`src/rtl/stop_ctrl_pkg.sv`:
```
// Package: register map, field layouts, reset values and timing counts for the stop controller
package stop_ctrl_pkg;
   // Register byte offsets
   localparam logic [7:0] CFG_OFF = 8'h00;
   localparam logic [7:0] HOLD_OFF = 8'h04;
   localparam logic [7:0] STAT_OFF = 8'h08;
   localparam logic [7:0] IRQ_OFF = 8'h0C;
   localparam logic [7:0] MASK_OFF = 8'h10;
   localparam logic [7:0] CMD_OFF = 8'h14;
   // Configuration field positions
   localparam int CFG_STOP_LSB = 0;
   localparam int CFG_GRP2_BIT = 4;
   localparam int CFG_MODE_LSB = 8;
   // Stop-method encodings
   localparam logic [1:0] STOP_DB_HOLD = 2'h0;
   localparam logic [1:0] STOP_DB_COAST = 2'h1;
   localparam logic [1:0] STOP_COAST = 2'h2;
   // Control modes
   localparam logic [1:0] MODE_POS = 2'h0;
   localparam logic [1:0] MODE_SPEED = 2'h1;
   localparam logic [1:0] MODE_TORQUE = 2'h2;
   // Hold time limits in ms
   localparam logic [9:0] HOLD_MIN = 10'h014;
   localparam logic [9:0] HOLD_MAX = 10'h3E8;
   localparam logic [9:0] HOLD_RST = 10'h014;
   // Timing: 1 ms tick at 100 MHz
   localparam int CLK_MHZ = 100;
   localparam int TICK_US = 1000;
   localparam int TICK_CYC = CLK_MHZ * TICK_US;
   // Interrupt bits
   localparam int IRQ_CUT = 0;
   localparam int IRQ_OFFPOW = 1;
   localparam int IRQ_STOPPED = 2;
   localparam int IRQ_W = 3;
   // Output stop drive states
   typedef enum logic [3:0]
   {
      ST_RUN = 4'b0001,
      ST_DB = 4'b0010,
      ST_ZSTOP = 4'b0100,
      ST_COAST = 4'b1000
   } stop_state_t;
endpackage : stop_ctrl_pkg

```
`src/rtl/ms_ticker.sv`:
```
// Millisecond tick divider producing a one-cycle enable
`timescale 1ns/10ps
`default_nettype none
module ms_ticker
   import stop_ctrl_pkg::*;
(
   input wire logic clk,
   input wire logic nrst,
   output logic tick
);
   typedef struct packed
   {
      logic [16:0] cnt;
      logic tick;
   } tick_state_t;
   tick_state_t s_reg;
   tick_state_t s_next;
   localparam logic [16:0] TOP = 17'(TICK_CYC - 1);

   // Count to one millisecond and pulse
   always_comb
   begin
      s_next = s_reg;
      s_next.tick = 1'b0;
      if (s_reg.cnt == TOP)
      begin
         s_next.cnt = 17'h00000;
         s_next.tick = 1'b1;
      end
      else
      begin
         s_next.cnt = s_reg.cnt + 17'h00001;
      end
   end

   // State register
   always_ff @(posedge clk or negedge nrst)
   begin
      if (!nrst)
      begin
         s_reg <= '0;
      end
      else
      begin
         s_reg <= s_next;
      end
   end
   assign tick = s_reg.tick;
endmodule : ms_ticker
`default_nettype wire

```
`src/rtl/stop_ctrl.sv`:
```
// Servo stop-method selection and power-cut hold controller with APB registers
//
// Our own choices: the address map and the APB register port.
`timescale 1ns/10ps
`default_nettype none
module stop_ctrl
   import stop_ctrl_pkg::*;
(
   input wire logic clk,
   input wire logic nrst,
   input wire logic psel,
   input wire logic penable,
   input wire logic pwrite,
   input wire logic [7:0] paddr,
   input wire logic [31:0] pwdata,
   output logic [31:0] prdata,
   output logic pready,
   output logic pslverr,
   input wire logic servo_off_command,
   input wire logic alarm_group_one,
   input wire logic alarm_group_two,
   input wire logic main_power_ok,
   input wire logic motor_stopped,
   input wire logic low_speed,
   output logic motor_power_on,
   output logic dynamic_brake,
   output logic zero_speed_stop,
   output logic power_cut_flag,
   output logic irq
);
   import stop_ctrl_pkg::*;

   // ----------------------------------------------------------
   // State
   // ----------------------------------------------------------
   typedef struct packed
   {
      logic [1:0] stop_sel_wr;
      logic grp2_sel_wr;
      logic [1:0] ctrl_mode;
      logic [1:0] stop_method_select;
      logic group_two_alarm_stop_select;
      logic [9:0] power_cut_hold_time;
      logic [9:0] cut_ms;
      logic cutting;
      logic cut_expired;
      logic after_db_coast;
      logic [IRQ_W-1:0] irq_stat;
      logic [IRQ_W-1:0] irq_mask;
      logic [31:0] rdata;
      stop_state_t st;
      logic started;
   } ctrl_state_t;

   ctrl_state_t s_reg;
   ctrl_state_t s_next;
   logic tick;
   logic wr_en;
   logic rd_en;
   logic addr_ok;
   logic stop_req;
   logic use_zero;
   logic [IRQ_W-1:0] ev;

   ms_ticker u_tick
   (
      .clk(clk),
      .nrst(nrst),
      .tick(tick)
   );

   // ----------------------------------------------------------
   // APB decode
   // ----------------------------------------------------------
   // Zero-wait slave; error on unmapped address
   assign addr_ok = (paddr == CFG_OFF) || (paddr == HOLD_OFF) || (paddr == STAT_OFF)
                 || (paddr == IRQ_OFF) || (paddr == MASK_OFF) || (paddr == CMD_OFF);
   assign wr_en = psel && penable && pwrite && addr_ok;
   assign rd_en = psel && !penable && !pwrite;
   assign pready = 1'b1;
   assign pslverr = psel && penable && !addr_ok;

   // Stop request and zero-speed choice
   assign stop_req = servo_off_command || alarm_group_one || alarm_group_two
                  || s_reg.cut_expired;
   assign use_zero = alarm_group_two && !alarm_group_one
                  && !s_reg.group_two_alarm_stop_select
                  && (s_reg.ctrl_mode != MODE_TORQUE);

   // ----------------------------------------------------------
   // Next state
   // ----------------------------------------------------------
   always_comb
   begin
      s_next = s_reg;
      ev = '0;
      // Startup latch of stop settings
      if (!s_reg.started)
      begin
         s_next.started = 1'b1;
         s_next.stop_method_select = s_reg.stop_sel_wr;
         s_next.group_two_alarm_stop_select = s_reg.grp2_sel_wr;
      end
      // Power interruption timing
      if (!main_power_ok && !s_reg.cutting)
      begin
         s_next.cutting = 1'b1;
         s_next.cut_ms = 10'h000;
         ev[IRQ_CUT] = 1'b1;
      end
      else if (s_reg.cutting && main_power_ok)
      begin
         s_next.cutting = 1'b0;
      end
      else if (s_reg.cutting && tick && !s_reg.cut_expired)
      begin
         s_next.cut_ms = s_reg.cut_ms + 10'h001;
      end
      if (s_reg.cutting && !s_reg.cut_expired && s_reg.cut_ms >= s_reg.power_cut_hold_time)
      begin
         s_next.cut_expired = 1'b1;
         ev[IRQ_OFFPOW] = 1'b1;
      end
      // Stop sequencing
      unique case (s_reg.st)
         ST_RUN:
         begin
            if (stop_req)
            begin
               if (use_zero)
               begin
                  s_next.st = ST_ZSTOP;
               end
               else if (s_reg.stop_method_select == STOP_COAST)
               begin
                  s_next.st = ST_COAST;
               end
               else
               begin
                  s_next.st = ST_DB;
                  s_next.after_db_coast = (s_reg.stop_method_select == STOP_DB_COAST);
               end
            end
         end
         ST_ZSTOP:
         begin
            if (motor_stopped)
            begin
               s_next.st = (s_reg.stop_method_select == STOP_DB_HOLD) ? ST_DB : ST_COAST;
               s_next.after_db_coast = 1'b0;
               ev[IRQ_STOPPED] = 1'b1;
            end
         end
         ST_DB:
         begin
            if (motor_stopped && s_reg.after_db_coast)
            begin
               s_next.st = ST_COAST;
               ev[IRQ_STOPPED] = 1'b1;
            end
            else if (!stop_req && motor_stopped)
            begin
               s_next.st = ST_RUN;
            end
         end
         ST_COAST:
         begin
            if (!stop_req && motor_stopped)
            begin
               s_next.st = ST_RUN;
            end
         end
         default:
         begin
            s_next.st = ST_DB;
         end
      endcase
      if (!s_reg.cutting || main_power_ok)
      begin
         s_next.cut_expired = s_next.cut_expired && !main_power_ok;
      end
      // Register writes
      if (wr_en)
      begin
         unique case (paddr)
            CFG_OFF:
            begin
               s_next.stop_sel_wr = pwdata[CFG_STOP_LSB +: 2];
               s_next.grp2_sel_wr = pwdata[CFG_GRP2_BIT];
               s_next.ctrl_mode = pwdata[CFG_MODE_LSB +: 2];
            end
            HOLD_OFF:
            begin
               // Clamp into range, applied immediately
               if (pwdata[9:0] < HOLD_MIN || pwdata[31:10] != '0)
               begin
                  s_next.power_cut_hold_time = (pwdata[31:10] != '0) ? HOLD_MAX : HOLD_MIN;
               end
               else if (pwdata[9:0] > HOLD_MAX)
               begin
                  s_next.power_cut_hold_time = HOLD_MAX;
               end
               else
               begin
                  s_next.power_cut_hold_time = pwdata[9:0];
               end
            end
            IRQ_OFF:
            begin
               s_next.irq_stat = s_reg.irq_stat & ~pwdata[IRQ_W-1:0];
            end
            MASK_OFF:
            begin
               s_next.irq_mask = pwdata[IRQ_W-1:0];
            end
            CMD_OFF:
            begin
               // Restart re-latches the stop settings
               s_next.started = ~pwdata[0];
            end
            default:
            begin
               s_next.irq_mask = s_reg.irq_mask;
            end
         endcase
      end
      // Set wins over clear
      s_next.irq_stat = s_next.irq_stat | ev;
      // Read data captured in setup phase
      s_next.rdata = 32'h00000000;
      if (rd_en)
      begin
         if (paddr == CFG_OFF)
         begin
            s_next.rdata = {22'h000000, s_reg.ctrl_mode, 3'h0, s_reg.grp2_sel_wr,
                            2'h0, s_reg.stop_sel_wr};
         end
         else if (paddr == HOLD_OFF)
         begin
            s_next.rdata = {22'h000000, s_reg.power_cut_hold_time};
         end
         else if (paddr == STAT_OFF)
         begin
            s_next.rdata = {6'h00, s_reg.cut_ms, 4'h0, s_reg.st, 3'h0,
                            s_reg.group_two_alarm_stop_select, s_reg.stop_method_select,
                            s_reg.cut_expired, s_reg.cutting};
         end
         else if (paddr == IRQ_OFF)
         begin
            s_next.rdata = {29'h00000000, s_reg.irq_stat};
         end
         else if (paddr == MASK_OFF)
         begin
            s_next.rdata = {29'h00000000, s_reg.irq_mask};
         end
      end
   end

   // ----------------------------------------------------------
   // State register
   // ----------------------------------------------------------
   always_ff @(posedge clk or negedge nrst)
   begin
      if (!nrst)
      begin
         s_reg <= '0;
         s_reg.power_cut_hold_time <= HOLD_RST;
         s_reg.st <= ST_RUN;
         s_reg.ctrl_mode <= MODE_POS;
      end
      else
      begin
         s_reg <= s_next;
      end
   end

   // ----------------------------------------------------------
   // Outputs
   // ----------------------------------------------------------
   assign prdata = s_reg.rdata;
   assign motor_power_on = (s_reg.st == ST_RUN) || (s_reg.st == ST_ZSTOP);
   // No braking force once stopped or crawling
   assign dynamic_brake = (s_reg.st == ST_DB) && !motor_stopped && !low_speed;
   assign zero_speed_stop = (s_reg.st == ST_ZSTOP);
   assign power_cut_flag = s_reg.cutting;
   assign irq = |(s_reg.irq_stat & s_reg.irq_mask);

   // ----------------------------------------------------------
   // Checks
   // ----------------------------------------------------------
   chk_brake_no_force: assert property (@(posedge clk) disable iff (!nrst)
      (motor_stopped || low_speed) |-> !dynamic_brake)
      else $error("brake force at rest");
   chk_cut_flag: assert property (@(posedge clk) disable iff (!nrst)
      (!main_power_ok && !power_cut_flag) |=> power_cut_flag)
      else $error("cut not flagged");
   chk_hold_range: assert property (@(posedge clk) disable iff (!nrst)
      s_reg.power_cut_hold_time >= HOLD_MIN && s_reg.power_cut_hold_time <= HOLD_MAX)
      else $error("hold time out of range");
   chk_short_cut_runs: assert property (@(posedge clk) disable iff (!nrst)
      (s_reg.cutting && s_reg.cut_ms < s_reg.power_cut_hold_time) |=> !$rose(s_reg.cut_expired))
      else $error("expired early");
   chk_count_stop: assert property (@(posedge clk) disable iff (!nrst)
      (s_reg.cutting && !tick && main_power_ok == 1'b0) |=> $stable(s_reg.cut_ms))
      else $error("count without tick");
   chk_zero_sel: assert property (@(posedge clk) disable iff (!nrst)
      (s_reg.st == ST_RUN && use_zero) |=> (s_reg.st == ST_ZSTOP))
      else $error("no zero-speed stop");
   chk_torque_ign: assert property (@(posedge clk) disable iff (!nrst)
      (s_reg.st == ST_RUN && alarm_group_two && s_reg.ctrl_mode == MODE_TORQUE)
      |=> (s_reg.st != ST_ZSTOP))
      else $error("torque zero stop");
   chk_coast_sel: assert property (@(posedge clk) disable iff (!nrst)
      (s_reg.st == ST_RUN && servo_off_command && !use_zero
       && s_reg.stop_method_select == STOP_COAST)
      |=> (s_reg.st == ST_COAST))
      else $error("coast not taken");
   chk_latch_hold: assert property (@(posedge clk) disable iff (!nrst)
      s_reg.started |=> $stable(s_reg.stop_method_select))
      else $error("method changed live");
endmodule : stop_ctrl
`default_nettype wire

```
`config.mk`:
```
export PLATFORM = sky130hd
export DESIGN_NAME = stop_ctrl
export DESIGN_NICKNAME = d
export VERILOG_FILES = /design/src/rtl/stop_ctrl_pkg.sv /design/src/rtl/ms_ticker.sv /design/src/rtl/stop_ctrl.sv
export SDC_FILE = /design/constraint.sdc
export NUM_CORES = 1
export LEC_CHECK = 0
export ABC_AREA = 0
export BUFFER_PORTS_ARGS = -buffer_cell sky130_fd_sc_hd__buf_2
export CORE_MARGIN = 4
export CORE_UTILIZATION = 56
export DETAILED_ROUTE_END_ITERATION = 10
export PLACE_DENSITY_LB_ADDON = 0.12
export SYNTH_ARGS = -nofsm -noshare
export SYNTH_HDL_FRONTEND = slang
export SYNTH_HIERARCHICAL = 1
export SYNTH_SLANG_ARGS = --single-unit
```
`constraint.sdc`:
```
create_clock -name clk -period 2.46 [get_ports clk]
set_input_delay 0.246 -clock clk [delete_from_list [all_inputs] [get_ports clk]]
set_output_delay 0.246 -clock clk [all_outputs]
set_load 0.05 [all_outputs]
```
==> results_dict.tcl, run 1 <==
set metrics [dict create \
    outcome "finished, final reports clean" \
    grt_pass1_vias 3537 \
    setup.worst_path.class "reg -> out" \
    largest_reg_flops 41 \
    vias 3625 \
    drc 0 \
    core-area_mm2 0.00785 \
    gp_congestion 0.908 \
    worstPathRequired_ns 2.21 \
    synthCells 466 \
    final_max_slew_viol_count 0 \
    syn2layout_area_growth_pct 10.8 \
    overflow 0 \
    regArea_mm2 0.00206 \
    rows 32 \
    clock.fmax_mhz 459 \
    die_h_um 98.5 \
    hold_class "in -> reg" \
    drv_cap 0 \
    synth_top_area_share_pct 43.1 \
    num_antenna_cells 0 \
    yosys_most_used_dff "dfrtp_1" \
    ir_drop_v 0.000312 \
    clock_path_buffers 2 \
    yosysUniqueCellTypes 63 \
    maxSlewHeadroom_pct 54.1 \
    ant_nets 0 \
    cts_resized 0 \
    cts.clk_slew.worst_paths_ns 0.08 \
    track_usage_pct 21.5 \
    multi_input_area_mm2 0.00217 \
    rsz0062_at_grt "false" \
    cts_made_buffers 9 \
    yosys-top-cells-area "dfrtp_1, buf_4, ha_1" \
    finalHoldViolations 0 \
    power.leakage_nw 2.43 \
    cp-start-kind "flop" \
    htree_num_levels 3 \
    die_w_um 98.5 \
    crit_path_max_incr_delay_ns 0.74 \
    drive_above_1_share_pct 23.5 \
    nets 588 \
    cts_setup_buffers 0 \
    antenna_found_initial 0 \
    fin_crit_sh_pct 88.5 \
    hpwl_um 7780 \
    firstDrtPassIters 5 \
    die_area_mm2 0.00970 \
    ys_warn_count 6 \
    clock_latency_ns 0.35 \
    tns_ns 0 \
    slowest_stage "or4b_2" \
    ys_ff_latch 82 \
    hold_ws_ns 0.139 \
    synth-async-reset-ratio_pct 100 \
    ys_seq_area_share_pct 44.8 \
    initial_core_util_pct 58.5 \
    via_per_inst 5.76 \
    synth_commonest_cells "dfrtp_1, nor2_1, buf_4" \
    tritoncts "done" \
    setup_viol 0 \
    portBuffers 78 \
    dr.first_iter.drc_count 227 \
    crit_path_max_fanout 11 \
    synth_top_cell_by_area "dfrtp_1" \
    wl_per_cell_um 16.1 \
    drt_wl_total_um 10100 \
    cts_root_buf "clkbuf_8" \
    io_pins 90 \
    grt_pass1_wl_um 17100 \
    arrival_ns 1.93 \
    synth.most_common_cell "dfrtp_1" \
    avgSynthCellArea_um2 9.84 \
    syn_area_mm2 0.00459 \
    crit_buf_inv 2 \
    worst_path_dominant_cell_family "simple AND/OR/NAND/NOR gates" \
    path_cells "or4b_2 -> inv_1 -> buf_2" \
    nFillCells 681 \
    end_kind "output port" \
    tightest_slew_ns 0.682 \
    fin_worst_skew_ns 0.00865 \
    grt_max_degree 46 \
    clock-sinks 82 \
    period_minus_slack_ns 2.18 \
    synth_edf_count 0 \
    p_per_area_mw_per_mm2 534 \
]
## cell families (layout without fill, tap and decap cells)
family | count (synthesis) | in the layout | synth area share [%]
AO/OA/AOI/OAI | 79 | 79 | 11.7
XOR/XNOR | 16 | 16 | 3.06
adder cells (fa/ha/maj) | 15 | 15 | 4.09
buffers and inverters | 69 | 121 | 8.70
flip-flops | 82 | 82 | 44.8
multiplexers | 17 | 17 | 4.45
other | 2 | 11 | 0.164
AND/OR/NAND/NOR | 186 | 186 | 23.0
## where the power goes
group | internal, W | switching [W] | leakage, nW | total (W)
logic | 0.0000936 | 0.000236 | 1.24 | 0.000330
clock network | 0.000525 | 0.000477 | 0.107 | 0.00100
registers | 0.00136 | 0.0000213 | 1.09 | 0.00138
total | 0.00198 | 0.000734 | 2.43 | 0.00272
## path summary, 6_finish.rpt
kind                                         to  cells past startpoint        startpoint  slack [ns]
min in group asynchronous            prdata[22]                      2              nrst        0.39
worst max register to register  u_tick/s_reg[8]                      4  u_tick/s_reg[12]        0.37
worst max-delay path            zero_speed_stop                      3          s_reg[2]        0.28
worst min register to register  u_tick/s_reg[1]                      1   u_tick/s_reg[1]        0.48
worst min-delay path                  s_reg[61]                      2         pwdata[5]        0.14
max in group asynchronous             s_reg[58]                      3              nrst        1.41
## stage by stage
| stage | power, W | std cells | worst slack [ns] | instance area [um^2] | utilization (%) |
|---|---|---|---|---|---|
| after global placement | 0.00173 | 612 | 0.443 | 4870 | 62.0 |
| after floorplan | 0.00162 | 475 | 0.383 | 4630 | - |
| after detailed placement | 0.00174 | 612 | 0.383 | 4870 | 62.0 |
| after global routing | 0.00284 | 629 | 0.154 | 5080 | 64.8 |
| final | 0.00272 | 629 | 0.282 | 5080 | 64.8 |
| after CTS | 0.00273 | 629 | 0.264 | 5080 | 64.8 |
## cell type report
class	count	area share (%)
Timing Repair Buffer	82	8.62
Clock inverter	4	0.960
Tap cell	102	2.51
Multi-Input combinational cell	324	42.7
Inverter	23	1.70
Sequential cell	82	40.4
Clock buffer	12	3.05
## placed cells by master, fill, tap and decap left out, drive strengths merged, types with 15 or more instances in the layout
master,instances
inv,24
nor2,41
o21ai,15
buf,81
dfrtp,79
nor4,18
a21oi,19
nand2,29
ha,15
nor3,19
## per-layer routing
layer / global-route usage (%) / share of wire [%] / up-vias
li1: - / - / 1742
met1: 31.4 / 47 / 1752
met2: 33.3 / 46 / 118
met3: 3.68 / 6.0 / 13
met4: 5.57 / 0.98 / 0
met5: 0 / 0 / -
## repair_timing
item,CTS,global route
setup endpoints to repair,0,0
hold endpoints to repair,36,0
hold buffers,1,0
(Power assumes the default switching activity.)
==> run 2: changes to the inputs <==
==> constraint.sdc (replaced) <==
create_clock -name clk -period 2.46 [get_ports clk]
set_input_delay 0 -clock clk [delete_from_list [all_inputs] [get_ports clk]]
set_output_delay 0 -clock clk [all_outputs]
set_load 0.05 [all_outputs]
==> results_dict.tcl, run 2 (synthesis results as in run 1) <==
set metrics [dict create \
    clock-sinks 82 \
    via_per_inst 5.78 \
    cp-start-kind "flop" \
    outcome "finished, final reports clean" \
    drv_cap 0 \
    initial_core_util_pct 58.5 \
    maxSlewHeadroom_pct 33.9 \
    cts_root_buf "clkbuf_8" \
    overflow 0 \
    wl_per_cell_um 15.7 \
    cts.clk_slew.worst_paths_ns 0.08 \
    die_w_um 98.5 \
    die_area_mm2 0.00970 \
    ant_nets 0 \
    hold_class "in -> reg" \
    regArea_mm2 0.00206 \
    syn2layout_area_growth_pct 14.1 \
    fin_worst_skew_ns 0.0110 \
    drt_wl_total_um 10000 \
    worstPathRequired_ns 2.67 \
    grt_max_degree 83 \
    rsz0062_at_grt "false" \
    io_pins 90 \
    nets 601 \
    num_antenna_cells 0 \
    clock_path_buffers 2 \
    power.leakage_nw 2.49 \
    layout_common_cells "dfrtp_1, buf_2, nor2_1" \
    dpl-instance-area_mm2 0.00484 \
    startpoint "u_tick/s_reg[12]" \
    layout_commonest_cell "dfrtp_1" \
    drc 0 \
    r2r_start "u_tick/s_reg[12]" \
    htree_num_levels 3 \
    end_kind "flop" \
    setup.worst_path.class "reg -> reg" \
    min_from "psel" \
    grt_pass1_wl_um 17000 \
    setup_viol 0 \
    p_total_w 0.00287 \
    p_per_area_mw_per_mm2 549 \
    portBuffers 78 \
    arrival_ns 2.28 \
    rows 32 \
    ir_drop_v 0.000341 \
    tns_ns 0 \
    tightest_slew_ns 0.991 \
    cts_resized 0 \
    fin_crit_sh_pct 84.2 \
    drive_above_1_share_pct 22.6 \
    fin_area_mm2 0.00523 \
    final_max_slew_viol_count 0 \
    tritoncts "done" \
    finalHoldViolations 0 \
    firstDrtPassIters 6 \
    antenna_found_initial 0 \
    track_usage_pct 21.1 \
    dr.first_iter.drc_count 247 \
    grt_pass1_vias 3577 \
    clock_latency_ns 0.34 \
    multi_input_area_mm2 0.00217 \
    core-area_mm2 0.00785 \
    crit_path_max_fanout 10 \
    largest_reg_flops 41 \
    nFillCells 679 \
    cts_made_buffers 9 \
    die_h_um 98.5 \
    hpwl_um 7590 \
    period_minus_slack_ns 2.07 \
    vias 3703 \
    gp_congestion 0.873 \
    clock.fmax_mhz 483 \
]
[run 2: stage by stage]
stage               hold WS, ns  cells  worst slack, ns  utilization, %
floorplan                -0.296    475            0.207               -
global placement          0.230    611            0.437            61.7
detailed placement        0.237    611            0.410            61.7
CTS                      0.0143    641            0.400            66.7
global route             0.0362    641            0.241            66.7
finish                   0.0288    641            0.389            66.7
[run 2: metal layers]
layer | global-route usage (%) | up-vias | share of wire (%)
met4 | 5.25 | 0 | 1.6
li1 | - | 1780 | -
met3 | 3.40 | 14 | 5.2
met1 | 29.9 | 1791 | 46
met2 | 34.1 | 118 | 47
met5 | 0 | - | 0
[run 2: power by group]
| group | switching, W | internal [W] |
|---|---|---|
| clock network | 0.000475 | 0.000674 |
| logic | 0.000236 | 0.000104 |
| registers | 0.0000237 | 0.00136 |
[run 2: critical path, cell delays in order, from the launching register on]
cell	delay, ns
dfrtp_1	0.44
or4_1	0.54
or4_4	0.44
nor4_4	0.42
nor2_1	0.11
[run 2: area by class of cell]
cell class / instances / share of cell area [%]
multi-input cells: 324 / 41.4
flip-flops and latches: 82 / 39.3
repair buffers: 95 / 10.7
well taps: 102 / 2.44
clock buffers: 9 / 2.37
clock inverters: 6 / 2.20
inverters: 23 / 1.65
[run 2: path summary, 6_finish.rpt]
path	cells after the start	to	slack, ns
min in group asynchronous	2	prdata[23]	0.34
worst min-delay path	3	prdata[0]	0.03
max in group asynchronous	2	power_cut_flag	1.46
worst max register to register	4	u_tick/s_reg[8]	0.39
worst min register to register	1	u_tick/s_reg[1]	0.49
worst max-delay path	4	u_tick/s_reg[8]	0.39
[run 2: timing repair]
action,CTS,global route
hold endpoints to repair,97,0
setup buffers,0,0
hold buffers,15,0
setup endpoints to repair,0,0
